File: src/shared/hwc_params.svh
// Constants for the hardware-mode pin configuration decoder
`ifndef HWC_PARAMS_SVH
`define HWC_PARAMS_SVH

`define HWC_CLK_PERIOD_NS    40
`define HWC_RST_LOW_MIN_NS   100
`define HWC_RST_LOW_CYC      ((`HWC_RST_LOW_MIN_NS + `HWC_CLK_PERIOD_NS - 1) / `HWC_CLK_PERIOD_NS)

`define HWC_OFS_CH1          4'h0
`define HWC_OFS_CH2          4'h4
`define HWC_OFS_GLOBAL       4'h8
`define HWC_OFS_STATUS       4'hC

`define HWC_F_PAT            0
`define HWC_F_RPD            2
`define HWC_F_TERM           3
`define HWC_F_MON            4
`define HWC_F_PULS           5
`define HWC_CH_W             6
`define HWC_G_JA             0

`define HWC_S_MODE           0
`define HWC_S_RST            2
`define HWC_S_HIZ            3
`define HWC_S_PINS           16

`define HWC_PIN_JA           12
`define HWC_PIN_MODE         14
`define HWC_PIN_HIZ          16
`define HWC_PIN_RSTN         17
`define HWC_PIN_W            18

`define HWC_CH_RST           6'h00
`define HWC_JA_RST           2'h0
`define HWC_JA_FIFO_NONE     8'h00
`define HWC_JA_FIFO_SHALLOW  8'h40
`define HWC_JA_FIFO_DEEP     8'h80

`endif

File: src/shared/hwc_pkg.sv
// Types for the hardware-mode pin configuration decoder
`default_nettype none
package hwc_pkg;
    typedef enum logic [1:0] {
        PAT_NORMAL   = 2'h0,
        PAT_ALL_ONES = 2'h1,
        PAT_PRBS     = 2'h2,
        PAT_TX_OFF   = 2'h3
    } tx_pattern_e;

    typedef enum logic [1:0] {
        JA_OFF       = 2'h0,
        JA_RX_WIDE   = 2'h1,
        JA_RX_NARROW = 2'h2,
        JA_TX_NARROW = 2'h3
    } jitter_atten_e;

    typedef enum logic [1:0] {
        MODE_HW        = 2'h0,
        MODE_SW_SERIAL = 2'h1,
        MODE_SW_PAR_A  = 2'h2,
        MODE_SW_PAR_B  = 2'h3
    } ctrl_mode_e;
endpackage : hwc_pkg
`default_nettype wire

File: src/design/hw_mode_pin_config_decode.sv
// Static control pin decoder with APB software configuration registers
// Functional notes
// - Per-channel pattern select: normal, all ones, PRBS, transmitter off.
// - Shared jitter select: off, rx wide 64, rx narrow 128, tx narrow 128.
// - Receiver power-down pin: 0 normal operation, 1 receiver powered down.
// - Impedance select: 0 internal matching, 1 external matching.
// - Monitor gain select: low gives 0 dB, high gives 26 dB.
// - Pulse select sets transmit template and 75 or 120 ohm termination.
// - Reset pin low longer than 100 ns puts device into reset state.
// - Driver high-impedance pin low enables drivers, high floats all of them.
// - High-impedance pin touches only the drivers, nothing else internally.
// - Control-mode pins 00 select hardware mode; pin settings other than reset and high-impedance apply only then.
`include "hwc_params.svh"
`default_nettype none
module hw_mode_pin_config_decode #(
    parameter int ADDR_W = 12
) (
    input  wire logic                    pclk,
    input  wire logic                    presetn,
    input  wire logic                    clk_en,
    input  wire logic                    psel,
    input  wire logic                    penable,
    input  wire logic                    pwrite,
    input  wire logic [ADDR_W-1:0]       paddr,
    input  wire logic [31:0]             pwdata,
    output var  logic [31:0]             prdata,
    output var  logic                    pready,
    output var  logic                    pslverr,
    input  wire logic                    hw_reset_n,
    input  wire logic                    tx_driver_hiz,
    input  wire logic                    ctrl_if_sel_hi,
    input  wire logic                    ctrl_if_sel_lo,
    input  wire logic                    jitter_atten_sel_hi,
    input  wire logic                    jitter_atten_sel_lo,
    input  wire logic                    tx_pattern_sel_ch1_hi,
    input  wire logic                    tx_pattern_sel_ch1_lo,
    input  wire logic                    tx_pattern_sel_ch2_hi,
    input  wire logic                    tx_pattern_sel_ch2_lo,
    input  wire logic                    rx_powerdown_ch1,
    input  wire logic                    rx_powerdown_ch2,
    input  wire logic                    impedance_match_sel_ch1,
    input  wire logic                    impedance_match_sel_ch2,
    input  wire logic                    monitor_gain_sel_ch1,
    input  wire logic                    monitor_gain_sel_ch2,
    input  wire logic                    pulse_template_sel_ch1,
    input  wire logic                    pulse_template_sel_ch2,
    output var  hwc_pkg::ctrl_mode_e     ctrl_mode,
    output var  logic                    hw_mode,
    output var  logic                    device_in_reset,
    output var  hwc_pkg::tx_pattern_e    tx_pattern [2],
    output var  logic [1:0]              tx_driver_en,
    output var  logic [1:0]              rx_powerdown,
    output var  logic [1:0]              term_external,
    output var  logic [1:0]              monitor_gain_26db,
    output var  logic [1:0]              pulse_120_ohm,
    output var  hwc_pkg::jitter_atten_e  ja_mode,
    output var  logic                    ja_enable,
    output var  logic                    ja_in_tx,
    output var  logic                    ja_narrow_bw,
    output var  logic [7:0]              ja_fifo_depth
);
    import hwc_pkg::*;
    localparam int          PIN_W   = `HWC_PIN_W;
    localparam int          CH_W    = `HWC_CH_W;
    localparam int          RST_INT = `HWC_RST_LOW_CYC;
    localparam logic [2:0]  RST_CYC = 3'(RST_INT);
    // Reset pin flops start at its idle level so a release never feeds the filter
    localparam logic [PIN_W-1:0] PIN_IDLE = PIN_W'(1) << `HWC_PIN_RSTN;

    if (ADDR_W < 4 || ADDR_W > 32 || RST_INT < 1 || RST_INT > 7) begin : g_bad_cfg
        $error("Address width or reset filter count out of range");
    end

    // Pin synchroniser; every static pin is asynchronous to pclk
    logic [PIN_W-1:0]   pin_raw;
    logic [PIN_W-1:0]   pin_meta;
    logic [PIN_W-1:0]   pin_sync;
    logic [PIN_W-1:0]   next_pin_meta;
    logic [PIN_W-1:0]   next_pin_sync;
    assign pin_raw = {hw_reset_n, tx_driver_hiz, ctrl_if_sel_hi, ctrl_if_sel_lo,
                      jitter_atten_sel_hi, jitter_atten_sel_lo, pulse_template_sel_ch2,
                      monitor_gain_sel_ch2, impedance_match_sel_ch2, rx_powerdown_ch2,
                      tx_pattern_sel_ch2_hi, tx_pattern_sel_ch2_lo, pulse_template_sel_ch1,
                      monitor_gain_sel_ch1, impedance_match_sel_ch1, rx_powerdown_ch1,
                      tx_pattern_sel_ch1_hi, tx_pattern_sel_ch1_lo};
    always_comb begin
        next_pin_meta = clk_en ? pin_raw : pin_meta;
        next_pin_sync = clk_en ? pin_meta : pin_sync;
    end
    always_ff @(posedge pclk or negedge presetn) begin
        if (!presetn) begin
            pin_meta <= PIN_IDLE;
            pin_sync <= PIN_IDLE;
        end else begin
            pin_meta <= next_pin_meta;
            pin_sync <= next_pin_sync;
        end
    end

    wire [1:0]             pin_mode = pin_sync[`HWC_PIN_MODE +: 2];
    wire [1:0]             pin_ja   = pin_sync[`HWC_PIN_JA +: 2];
    wire                   pin_hiz  = pin_sync[`HWC_PIN_HIZ];
    wire                   pin_rstn = pin_sync[`HWC_PIN_RSTN];
    wire [CH_W-1:0]        pin_ch1  = pin_sync[0 +: CH_W];
    wire [CH_W-1:0]        pin_ch2  = pin_sync[CH_W +: CH_W];
    wire                   hw_sel   = (ctrl_mode_e'(pin_mode) == MODE_HW);

    // Reset pin filter; glitches up to the minimum width are ignored
    logic [2:0]  reset_cnt;
    logic [2:0]  next_reset_cnt;
    logic        next_device_in_reset;
    always_comb begin
        next_reset_cnt       = reset_cnt;
        next_device_in_reset = device_in_reset;
        if (clk_en) begin
            if (pin_rstn) begin
                next_reset_cnt       = 3'h0;
                next_device_in_reset = 1'b0;
            end else begin
                if (reset_cnt != RST_CYC) begin
                    next_reset_cnt = reset_cnt + 3'h1;
                end
                next_device_in_reset = (reset_cnt >= RST_CYC - 3'h1);
            end
        end
    end
    always_ff @(posedge pclk or negedge presetn) begin
        if (!presetn) begin
            reset_cnt       <= 3'h0;
            device_in_reset <= 1'b0;
        end else begin
            reset_cnt       <= next_reset_cnt;
            device_in_reset <= next_device_in_reset;
        end
    end

    // APB slave, one wait-free access phase; pready is registered
    logic [1:0][CH_W-1:0]  ch_reg;
    logic [1:0][CH_W-1:0]  next_ch_reg;
    logic [1:0]            ja_reg;
    logic [1:0]            next_ja_reg;
    logic [31:0]           rd_word;
    logic [31:0]           next_prdata;
    logic                  next_pready;
    logic                  next_pslverr;
    wire                   addr_ok = (paddr[ADDR_W-1:4] == '0) && (paddr[1:0] == 2'h0);
    wire                   wr_fire = psel && penable && pready && pwrite && addr_ok;
    always_comb begin
        rd_word = 32'h0000_0000;
        unique case (paddr[3:0])
            `HWC_OFS_CH1:    rd_word[CH_W-1:0] = ch_reg[0];
            `HWC_OFS_CH2:    rd_word[CH_W-1:0] = ch_reg[1];
            `HWC_OFS_GLOBAL: rd_word[`HWC_G_JA +: 2] = ja_reg;
            `HWC_OFS_STATUS: begin
                rd_word[`HWC_S_MODE +: 2] = pin_mode;
                rd_word[`HWC_S_RST]       = device_in_reset;
                rd_word[`HWC_S_HIZ]       = pin_hiz;
                rd_word[`HWC_S_PINS +: 14] = pin_sync[13:0];
            end
            default:         rd_word = 32'h0000_0000;
        endcase
    end
    always_comb begin
        next_pready  = pready;
        next_prdata  = prdata;
        next_pslverr = pslverr;
        if (clk_en) begin
            next_pready = 1'b0;
            if (psel && !penable) begin
                next_pready  = 1'b1;
                next_pslverr = !addr_ok;
                next_prdata  = (addr_ok && !pwrite) ? rd_word : 32'h0000_0000;
            end
        end
    end
    always_comb begin
        next_ch_reg = ch_reg;
        next_ja_reg = ja_reg;
        if (clk_en) begin
            if (device_in_reset) begin
                next_ch_reg = {`HWC_CH_RST, `HWC_CH_RST};
                next_ja_reg = `HWC_JA_RST;
            end else if (wr_fire) begin
                unique case (paddr[3:0])
                    `HWC_OFS_CH1:    next_ch_reg[0] = pwdata[CH_W-1:0];
                    `HWC_OFS_CH2:    next_ch_reg[1] = pwdata[CH_W-1:0];
                    `HWC_OFS_GLOBAL: next_ja_reg    = pwdata[`HWC_G_JA +: 2];
                    default:         next_ja_reg    = ja_reg;
                endcase
            end
        end
    end
    always_ff @(posedge pclk or negedge presetn) begin
        if (!presetn) begin
            pready  <= 1'b0;
            pslverr <= 1'b0;
            prdata  <= 32'h0000_0000;
            ch_reg  <= {`HWC_CH_RST, `HWC_CH_RST};
            ja_reg  <= `HWC_JA_RST;
        end else begin
            pready  <= next_pready;
            pslverr <= next_pslverr;
            prdata  <= next_prdata;
            ch_reg  <= next_ch_reg;
            ja_reg  <= next_ja_reg;
        end
    end
    // Source select per channel: pins in hardware mode, registers otherwise
    wire [1:0][CH_W-1:0]   cfg_sel;
    wire [1:0][CH_W-1:0]   pin_chs = {pin_ch2, pin_ch1};
    wire [1:0]             ja_sel  = hw_sel ? pin_ja : ja_reg;
    for (genvar ch = 0; ch < 2; ch++) begin : g_ch
        assign cfg_sel[ch] = hw_sel ? pin_chs[ch] : ch_reg[ch];
    end
    // Decoded outputs; drivers float in reset so a held line stays quiet
    tx_pattern_e    next_tx_pattern [2];
    logic [1:0]     next_tx_driver_en;
    logic [1:0]     next_rx_powerdown;
    logic [1:0]     next_term_external;
    logic [1:0]     next_monitor_gain_26db;
    logic [1:0]     next_pulse_120_ohm;
    jitter_atten_e  next_ja_mode;
    jitter_atten_e  ja_dec;
    logic [7:0]     next_ja_fifo_depth;
    always_comb begin
        ja_dec = jitter_atten_e'(ja_sel);
        for (int ch = 0; ch < 2; ch++) begin
            next_tx_pattern[ch]        = device_in_reset ? PAT_NORMAL
                                       : tx_pattern_e'(cfg_sel[ch][`HWC_F_PAT +: 2]);
            next_rx_powerdown[ch]      = !device_in_reset && cfg_sel[ch][`HWC_F_RPD];
            next_term_external[ch]     = !device_in_reset && cfg_sel[ch][`HWC_F_TERM];
            next_monitor_gain_26db[ch] = !device_in_reset && cfg_sel[ch][`HWC_F_MON];
            next_pulse_120_ohm[ch]     = !device_in_reset && cfg_sel[ch][`HWC_F_PULS];
            next_tx_driver_en[ch]      = !device_in_reset && !pin_hiz;
        end
        next_ja_mode = device_in_reset ? JA_OFF : ja_dec;
        unique case (next_ja_mode)
            JA_OFF:     next_ja_fifo_depth = `HWC_JA_FIFO_NONE;
            JA_RX_WIDE: next_ja_fifo_depth = `HWC_JA_FIFO_SHALLOW;
            default:    next_ja_fifo_depth = `HWC_JA_FIFO_DEEP;
        endcase
    end
    always_ff @(posedge pclk or negedge presetn) begin
        if (!presetn) begin
            ctrl_mode         <= MODE_HW;
            hw_mode           <= 1'b1;
            tx_pattern[0]     <= PAT_NORMAL;
            tx_pattern[1]     <= PAT_NORMAL;
            tx_driver_en      <= 2'h0;
            rx_powerdown      <= 2'h0;
            term_external     <= 2'h0;
            monitor_gain_26db <= 2'h0;
            pulse_120_ohm     <= 2'h0;
            ja_mode           <= JA_OFF;
            ja_enable         <= 1'b0;
            ja_in_tx          <= 1'b0;
            ja_narrow_bw      <= 1'b0;
            ja_fifo_depth     <= `HWC_JA_FIFO_NONE;
        end else if (clk_en) begin
            ctrl_mode         <= ctrl_mode_e'(pin_mode);
            hw_mode           <= hw_sel;
            tx_pattern[0]     <= next_tx_pattern[0];
            tx_pattern[1]     <= next_tx_pattern[1];
            tx_driver_en      <= next_tx_driver_en;
            rx_powerdown      <= next_rx_powerdown;
            term_external     <= next_term_external;
            monitor_gain_26db <= next_monitor_gain_26db;
            pulse_120_ohm     <= next_pulse_120_ohm;
            ja_mode           <= next_ja_mode;
            ja_enable         <= (next_ja_mode != JA_OFF);
            ja_in_tx          <= (next_ja_mode == JA_TX_NARROW);
            ja_narrow_bw      <= (next_ja_mode == JA_RX_NARROW) || (next_ja_mode == JA_TX_NARROW);
            ja_fifo_depth     <= next_ja_fifo_depth;
        end
    end
endmodule : hw_mode_pin_config_decode
`default_nettype wire

File: config.mk
export PLATFORM = sky130hd
export DESIGN_NAME = hw_mode_pin_config_decode
export DESIGN_NICKNAME = d
export VERILOG_FILES = /design/src/shared/hwc_pkg.sv /design/src/design/hw_mode_pin_config_decode.sv
export VERILOG_INCLUDE_DIRS = /design/src /design/src/shared
export SDC_FILE = /design/constraint.sdc
export NUM_CORES = 1
export LEC_CHECK = 0
export BUFFER_PORTS_ARGS = -buffer_cell sky130_fd_sc_hd__buf_2
export CAP_MARGIN = 20
export CORE_MARGIN = 2
export CORE_UTILIZATION = 45
export DETAILED_ROUTE_END_ITERATION = 8
export PLACE_DENSITY = 0.76
export SETUP_SLACK_MARGIN = 0.5
export SYNTH_ARGS = -nofsm -noshare
export SYNTH_HDL_FRONTEND = slang
export SYNTH_SLANG_ARGS = --single-unit
File: constraint.sdc
create_clock -name pclk -period 1.7 [get_ports pclk]
set_clock_uncertainty 0.15 [all_clocks]
set_input_delay 0.34 -clock pclk [delete_from_list [all_inputs] [get_ports pclk]]
set_output_delay 0.34 -clock pclk [all_outputs]
set_load 0.02 [all_outputs]
==> results of run 1 <==
timing repair:
| item | CTS | global route |
|---|---|---|
| setup buffers | 36 | 12 |
| resized for setup | 168 | 54 |
| pin swaps | 34 | 16 |
| setup endpoints to repair | 112 | 114 |
| gates cloned | 9 | 0 |
| hold buffers | 1 | 0 |
| endpoints found under the hold margin | 20 | 0 |
report_power, final:
group          leakage (nW)  internal, mW  total (mW)  switching, mW
clock network         0.107         0.722        1.68          0.958
registers              1.20          2.86        3.42          0.560
logic                  2.01          2.14        3.87           1.74
cells in the final DEF, fill, tap and decap left out, drive strengths merged, types with 6 or more instances in the layout:
cell | netlist | final
nor2b | 16 | 16
or4 | 6 | 6
mux2 | 29 | 29
inv | 24 | 27
o41ai | 14 | 14
nand3b | 7 | 7
o211ai | 10 | 10
o2bb2ai | 13 | 13
o21ai | 22 | 22
buf | 30 | 180
o31ai | 19 | 19
nand2 | 47 | 47
clkbuf | 20 | 10
mux2i | 16 | 16
dfrtp | 96 | 96
conb | 1 | 18
metal layers:
layer	share of wire	routed length (um)
met5	0	0
met4	0.036	564
met2	0.52	8090
met1	0.37	5810
met3	0.068	1060
area by class of cell:
type	instances	area share
timing repair buffer	185	0.249
inverter	24	0.0128
clock inverter	7	0.0130
clock buffer	9	0.0172
tap	133	0.0231
multi-input combinational	257	0.339
sequential	99	0.345
through the flow:
stage | cells | area (um^2)
after global routing | 714 | 7210
after global placement | 640 | 5480
after floorplan | 430 | 4880
after CTS | 702 | 6830
final | 714 | 7210
after detailed placement | 640 | 5480
critical path: stages:
cell and delay (ns):
buf_6 0.09, or4_4 0.59, or4_4 0.62, o211ai_1 0.25
path summary, 6_finish.rpt:
| path | cells after the start | slack (ns) | endpoint |
|---|---|---|---|
| setup / recovery | 4 | -0.06 | ch_reg[9] |
| max in group asynchronous | 3 | 0.63 | pready |
| setup reg to reg | 4 | -0.01 | ch_reg[9] |
| min in group asynchronous | 2 | 0.24 | ja_narrow_bw |
| hold / removal | 2 | 0.03 | pin_meta[3] |
| hold reg to reg | 2 | 0.35 | pin_sync[10] |
logic make-up after synthesis:
group,after synthesis,share of synthesized area
DFF,99,0.539
AOI/OAI and AO/OA,95,0.151
and+or+nand+nor,94,0.108
buffers and inverters,74,0.0775
muxes,47,0.116
adders and majority gates,3,0.00816
other,1,0.000815
==> results.py, run 1 <==
metrics = {
    "run_status": {
        "outcome": "finished, violations left",
        "violations": "setup timing",
    },
    "clocking": {
        "clockBufferDepth": 2,
        "htree_levels": 3,
        "cts.sinks": 99,
        "cts_made_buffers": 9,
        "cts_tree": "done",
        "clock_latency_ns": 0.39,
        "clk_pin_slew_ns": 0.12,
        "cts-root-buf": "clkbuf_8",
    },
    "setup_path": {
        "startpoint": "paddr[5]",
        "required_ns": 1.84,
        "worst-path-max-fanout": 7,
        "r2r_start": "pready",
        "startpoint_type": "primary input",
        "crit_path_end_kind": "flip-flop",
        "arrival_ns": 1.90,
        "critPathKind": "in2reg",
    },
    "die": {
        "rows": 36,
        "die_h_um": 105,
        "num_io_pins": 133,
        "die_area_mm2": 0.0111,
        "core_mm2": 0.00986,
        "die_w_um": 105,
        "start_util": 0.467,
    },
    "power_and_ir_drop": {
        "p_per_area_mw_per_mm2": 1250,
        "p_leak_nw": 3.32,
        "total_power_mw": 8.98,
        "irDropWorstVdd_mv": 1.17,
    },
    "cells_and_area": {
        "fillCellCount": 644,
        "area_growth_pct": 56.6,
        "largestRegisters": "prdata x20, pin_meta x18, pin_sync x18",
        "fin_util": 0.731,
        "fin_nets": 647,
        "multi_input_area_mm2": 0.00245,
        "largest_register_ffs": 20,
        "layout-drive-gt1-share": 0.530,
        "ff_latch_area_mm2": 0.00249,
        "regMostFlops": "prdata",
        "antenna_cells": 0,
    },
    "placed_design": {
        "routabilityCongestion": 0.907,
        "dp_slack_ns": -0.550,
        "io_buffer_count": 88,
        "hpwl_mm": 8.08,
    },
    "global_routing": {
        "grt_overflow_total": 0,
        "grt_use_total": 0.265,
        "grt_use_met2": 0.441,
        "met3_usage": 0.0624,
        "antenna_found_initial": 0,
        "first_global_vias": 4156,
        "grt_use_met1": 0.334,
        "grt_pass1_wl_mm": 22.8,
        "grt_max_degree": 52,
        "busiest_layer": "met2",
    },
    "synth": {
        "synth.area.top_cells": "dfrtp_1 52%, mux2_2 7.1%, nand2_1 3.8%, mux2i_1 3.5%, buf_4 3.1%",
        "yosys-top-cells-count": "96 x dfrtp_1, 47 x nand2_1, 29 x mux2_2, 24 x inv_1, 22 x o21ai_0",
        "synthFlopType": "dfrtp_1",
        "synth_enable_flop_cells": 0,
        "ys_warn_count": 0,
        "synth_seq_cells": 99,
        "mappedNetlistArea_mm2": 0.00460,
        "synth_top_area_share": 0.522,
        "netlist-cell-type-count": 40,
        "avgSynthCellArea_um2": 11.1,
        "yosysTopAreaCell": "dfrtp_1",
        "netlist_instances": 413,
        "yosysSeqAreaShare": 0.539,
        "synthMostInstantiatedCell": "dfrtp_1",
        "synth-async-reset-ratio": 1.00,
    },
    "timing": {
        "rsz0062_at_grt": "yes",
        "fmax_ghz": 0.568,
        "tns_ns": -0.171,
        "finalCritPeriodShare": 1.04,
        "drv_slew": 0,
        "finalHoldViolations": 0,
        "setup_viol": 5,
        "fin_hold_ws_ns": 0.0259,
        "period_minus_slack_ns": 1.76,
        "final.setup.worst_slack_ns": -0.0605,
    },
    "flow_run": {
        "cap_viol_max_count": 0,
    },
    "route": {
        "vias_per_cell": 5.82,
        "drc_errors": 0,
        "detail_route.wl_per_cell_um": 21.7,
        "num_vias": 4156,
        "routed_wirelength_mm": 15.5,
        "first_pass_iters": 5,
        "antenna_left": 0,
        "first_iter_violations": 305,
    },
    "worst_hold_path": {
        "holdCritPathClass": "in2reg",
        "hp-start": "impedance_match_sel_ch1",
    },
}
Power figures use the tool's default switching activity.
==> inputs of run 2 (changes only) <==
--- a/config.mk
+++ b/config.mk
@@ -12,6 +12,7 @@
 export CORE_UTILIZATION = 45
 export DETAILED_ROUTE_END_ITERATION = 8
 export PLACE_DENSITY = 0.76
+export REMOVE_ABC_BUFFERS = 1
 export SETUP_SLACK_MARGIN = 0.5
 export SYNTH_ARGS = -nofsm -noshare
 export SYNTH_HDL_FRONTEND = slang
==> run 2 against run 1 <==
  * The flow finishes with violations (hold timing, setup timing)
  * Largest cell class unchanged
  * Worst hold slack lost 0.27 ns
  * First-iteration DRC count grew 31%
  * Critical path type is now reg2reg
  * Total power shrank 2.1%
  * Design area shrank 1.3%
==> results.py, run 2 (synthesis gave the netlist of run 1 again) <==
metrics = {
    "route": {
        "antenna_left": 0,
        "num_vias": 4062,
        "vias_per_cell": 5.76,
        "detail_route.wl_per_cell_um": 21.4,
        "first_iter_violations": 400,
        "drc_errors": 0,
        "routed_wirelength_mm": 15.1,
        "first_pass_iters": 5,
    },
    "cells_and_area": {
        "antenna_cells": 0,
        "fin_util": 0.721,
        "layout_commonest_cell": "dfrtp_1",
        "final_cell_mix": "93 x dfrtp_1, 67 x buf_6, 61 x buf_4",
        "fin_nets": 639,
        "area_growth_pct": 54.6,
        "layout-drive-gt1-share": 0.531,
        "largest_register_ffs": 20,
        "fillCellCount": 631,
        "largestRegisters": "prdata x20, pin_meta x18, pin_sync x18",
        "regMostFlops": "prdata",
        "finish.instance_area_mm2": 0.00712,
    },
    "placed_design": {
        "routabilityCongestion": 0.911,
        "hpwl_mm": 8.14,
        "dp_slack_ns": -0.539,
        "place_area_mm2": 0.00531,
        "io_buffer_count": 88,
    },
    "global_routing": {
        "grt_overflow_total": 0,
        "antenna_found_initial": 0,
        "grt_pass1_wl_mm": 22.1,
        "grt_use_total": 0.261,
        "first_global_vias": 4065,
        "grt_max_degree": 33,
    },
    "power_and_ir_drop": {
        "p_int_mw": 5.67,
        "p_leak_nw": 3.24,
        "clkPwrFrac": 0.180,
        "switchingPower_mw": 3.12,
        "irDropWorstVdd_mv": 0.658,
        "p_comb_frac": 0.437,
        "p_per_area_mw_per_mm2": 1230,
        "total_power_mw": 8.79,
        "seq_power_share": 0.383,
        "power.share.switching": 0.355,
    },
    "timing": {
        "tns_ns": -1.50,
        "fmax_ghz": 0.536,
        "rsz0062_at_grt": "yes",
        "period_minus_slack_ns": 1.87,
        "finalCritPeriodShare": 1.10,
        "drv_slew": 0,
        "finalHoldViolations": 27,
        "final.setup.worst_slack_ns": -0.166,
        "setup_viol": 14,
        "fin_hold_ws_ns": -0.242,
    },
    "setup_path": {
        "startpoint_type": "flip-flop",
        "startpoint": "pready",
        "required_ns": 1.84,
        "crit_path_end_kind": "flip-flop",
        "arrival_ns": 2.00,
        "r2r_slack_ns": -0.17,
        "r2r_start": "pready",
        "r2r-end": "ch_reg[10]",
        "worstSetupEndpoint": "ch_reg[10]",
        "critPathKind": "reg2reg",
        "worst-path-max-fanout": 6,
        "r2r_cells": 4,
    },
    "clocking": {
        "clock_latency_ns": 0.38,
        "cts_made_buffers": 9,
        "clockBufferDepth": 2,
        "cts-root-buf": "clkbuf_8",
        "clk_pin_slew_ns": 0.10,
        "cts.sinks": 99,
        "htree_levels": 3,
        "cts_tree": "done",
    },
    "worst_hold_path": {
        "holdCritPathClass": "in2async",
    },
    "run_status": {
        "outcome": "finished, violations left",
        "violations": "hold timing, setup timing",
    },
    "die": {
        "die_h_um": 105,
        "core_mm2": 0.00986,
        "rows": 36,
        "start_util": 0.467,
        "die_area_mm2": 0.0111,
        "die_w_um": 105,
        "num_io_pins": 133,
    },
    "flow_run": {
        "cap_viol_max_count": 0,
    },
}
[run 2: area by class of cell]
| type | instances | area (um^2) | share of cell area |
|---|---|---|---|
| clock buffers | 11 | 151 | 0.0213 |
| clock inverters | 4 | 48.8 | 0.00686 |
| inverters | 24 | 96.3 | 0.0135 |
| multi-input cells | 257 | 2460 | 0.346 |
| flip-flops and latches | 99 | 2480 | 0.349 |
| well taps | 133 | 166 | 0.0234 |
| repair buffers | 177 | 1710 | 0.240 |
[run 2: worst min path at each step]
stage               slack [ns]          end     from  cells past startpoint
floorplan                -0.11    ch_reg[0]  presetn                      0
global placement          0.16  pin_meta[1]  presetn                      1
detailed placement        0.17  pin_meta[7]  presetn                      1
CTS                      -0.24  pin_meta[1]  presetn                      1
global route             -0.23   prdata[17]  presetn                      1
finish                   -0.24   prdata[17]  presetn                      1
[run 2: layer usage]
layer / share of wire / global-route usage / vias to the layer above
met5: 0 / 0 / -
met4: 0.032 / 0.0829 / 0
met3: 0.071 / 0.0755 / 44
met2: 0.50 / 0.427 / 205
met1: 0.40 / 0.334 / 2047
li1: - / - / 1766
[run 2: power by group through the flow]
stage | Sequential, mW | Combinational [mW] | Clock [mW]
2_1_floorplan | 3.53 | 1.08 | 0
3_5_place_dp | 3.30 | 2.21 | 0
5_1_grt | 3.41 | 4.03 | 1.71
4_1_cts | 3.31 | 3.30 | 1.59
3_3_place_gp | 3.27 | 2.14 | 0
6_report | 3.37 | 3.84 | 1.58
[run 2: through the flow]
step / cells / hold WS [ns]
final: 705 / -0.242
after global routing: 705 / -0.234
after CTS: 686 / -0.236
after detailed placement: 631 / 0.172
after global placement: 631 / 0.162
after floorplan: 380 / -0.106
[run 2: timing repair]
action                                  4_1_cts  5_1_grt
endpoints found under the hold margin        27       27
gates resized for setup                     219       41
buffers inserted                             34       19
pin swaps                                    40       26
endpoints found under the setup margin      106      106
gates cloned                                  6        0
[run 2: critical path: stages (launching register included)]
cell	delay, ns
dfrtp_1	0.38
nand4_1	0.27
buf_4	0.24
or4_4	0.54
o211ai_1	0.20
==> inputs of run 3 (changes only) <==
--- a/config.mk
+++ b/config.mk
@@ -17,3 +17,4 @@
 export SYNTH_ARGS = -nofsm -noshare
 export SYNTH_HDL_FRONTEND = slang
 export SYNTH_SLANG_ARGS = --single-unit
+export TNS_END_PERCENT = 30
==> run 3 against run 2 <==
  * The run still ends with hold timing, setup timing left
  * Via count decreased by 4.8%
  * Worst hold slack lost 0.0024 ns
  * Wire length shrank 9.3%
  * Count of clock-buffer cells in the layout unchanged
  * Combinational power decreased by 5%
  * Maximum frequency is 5.7% higher
  * Sequential power increased by 1%
  * Core utilization down 1.5 points
  * Clock power is essentially flat
  * Setup slack improved by 0.10 ns
  * Global-route usage decreased by 1.6 points
  * Design area shrank 2.1%
  * Critical endpoint is now ja_reg[1]
  * Highest routed layer unchanged
==> results.py, run 3 (synthesis gave the netlist of run 1 again) <==
metrics = {
    "run_status": {
        "outcome": "finished, violations left",
        "violations": "hold timing, setup timing",
    },
    "die": {
        "num_io_pins": 133,
        "die_w_um": 105,
        "core_mm2": 0.00986,
        "rows": 36,
        "die_h_um": 105,
        "start_util": 0.467,
        "die_area_mm2": 0.0111,
    },
    "power_and_ir_drop": {
        "total_power_mw": 8.64,
        "p_per_area_mw_per_mm2": 1240,
        "irDropWorstVdd_mv": 0.634,
        "p_leak_nw": 3.12,
    },
    "placed_design": {
        "hpwl_mm": 8.14,
        "io_buffer_count": 88,
        "routabilityCongestion": 0.911,
        "dp_slack_ns": -0.539,
    },
    "route": {
        "antenna_left": 0,
        "num_vias": 3868,
        "routed_wirelength_mm": 13.7,
        "first_iter_violations": 327,
        "drc_errors": 0,
        "vias_per_cell": 5.79,
        "detail_route.wl_per_cell_um": 20.5,
        "first_pass_iters": 5,
    },
    "cells_and_area": {
        "layout_commonest_cell": "dfrtp_1",
        "layout-drive-gt1-share": 0.538,
        "fin_util": 0.706,
        "regMostFlops": "prdata",
        "final_cell_mix": "93 x dfrtp_1, 69 x buf_6, 46 x nand2_1",
        "area_growth_pct": 51.4,
        "antenna_cells": 0,
        "fin_nets": 602,
        "largest_register_ffs": 20,
        "largestRegisters": "prdata x20, pin_meta x18, pin_sync x18",
    },
    "setup_path": {
        "startpoint_type": "primary input",
        "required_ns": 1.84,
        "startpoint": "paddr[4]",
        "crit_path_end_kind": "flip-flop",
        "arrival_ns": 1.91,
        "r2r_start": "pready",
        "critPathKind": "in2reg",
        "r2r_cells": 5,
        "worst-path-max-fanout": 14,
        "r2r-end": "ja_reg[1]",
        "r2r_slack_ns": 0,
        "worstSetupEndpoint": "ja_reg[1]",
    },
    "clocking": {
        "clockBufferDepth": 2,
        "clock_latency_ns": 0.38,
        "cts_tree": "done",
        "cts.sinks": 99,
        "cts-root-buf": "clkbuf_8",
        "cts_made_buffers": 9,
        "clk_pin_slew_ns": 0.10,
        "htree_levels": 3,
    },
    "global_routing": {
        "grt_use_total": 0.245,
        "grt_overflow_total": 0,
        "grt_max_degree": 33,
        "antenna_found_initial": 0,
        "grt_pass1_wl_mm": 21.0,
        "first_global_vias": 3956,
    },
    "timing": {
        "final.setup.worst_slack_ns": -0.0650,
        "finalHoldViolations": 27,
        "fmax_ghz": 0.567,
        "setup_viol": 3,
        "period_minus_slack_ns": 1.76,
        "rsz0062_at_grt": "yes",
        "fin_hold_ws_ns": -0.244,
        "finalCritPeriodShare": 1.04,
        "drv_slew": 0,
    },
    "worst_hold_path": {
        "holdCritPathClass": "in2async",
    },
    "flow_run": {
        "cap_viol_max_count": 0,
    },
}
## run 3: cell types whose count changed in the layout (fill, tap and decap cells not counted), sizes merged
cell	previous run	this run
buf	176	140
clkbuf	12	11
## run 3: where the power goes
group	internal (mW)	total (mW)	leakage, nW	switching, mW
Clock	0.754	1.56	0.106	0.806
Combinational	1.97	3.66	1.82	1.69
Sequential	2.86	3.42	1.20	0.564
Total	5.59	8.64	3.12	3.06
## run 3: stage by stage
| stage | cell area [um^2] | hold slack [ns] | std cells | TNS, ns |
|---|---|---|---|---|
| 3_3_place_gp | 5310 | 0.162 | 631 | -8.73 |
| 5_1_grt | 6970 | -0.236 | 668 | -0.171 |
| 2_1_floorplan | 4400 | -0.106 | 380 | -8.38 |
| 4_1_cts | 6620 | -0.236 | 661 | -0.0251 |
| 3_5_place_dp | 5310 | 0.172 | 631 | -8.54 |
| 6_report | 6970 | -0.244 | 668 | -0.146 |
## run 3: critical path: stages
cell	delay, ns
buf_6	0.09
or4_4	0.57
buf_6	0.20
or4_4	0.55
o221ai_2	0.15
## run 3: cell type report
| type | count | area (um^2) |
|---|---|---|
| Clock buffer | 11 | 151 |
| Inverter | 24 | 96.3 |
| Multi-Input combinational cell | 257 | 2630 |
| Tap cell | 133 | 166 |
| Sequential cell | 99 | 2480 |
| Fill cell | 632 | 2900 |
| Clock inverter | 4 | 48.8 |
| Timing Repair Buffer | 140 | 1390 |
## run 3: worst min-delay path by stage
stage                     slack (ns)           to  cells after the start  startpoint
after floorplan                -0.11    ch_reg[0]                      0     presetn
after global placement          0.16  pin_meta[1]                      1     presetn
after detailed placement        0.17  pin_meta[7]                      1     presetn
after CTS                      -0.24  pin_meta[1]                      1     presetn
after global routing           -0.24   prdata[17]                      1     presetn
final                          -0.24  pin_meta[7]                      1     presetn
## run 3: metal layers
layer  global-route usage  share of wire
met1                0.312           0.40
met2                0.410           0.52
met3               0.0643          0.060
met4               0.0762          0.027
met5                    0              0
## run 3: repair_timing
| action | 4_1_cts | 5_1_grt |
|---|---|---|
| setup buffers | 12 | 7 |
| endpoints found under the hold margin | 27 | 27 |
| pin swaps | 61 | 50 |
| gates resized for setup | 230 | 47 |
| cloned | 3 | 0 |
| endpoints found under the setup margin | 106 | 106 |
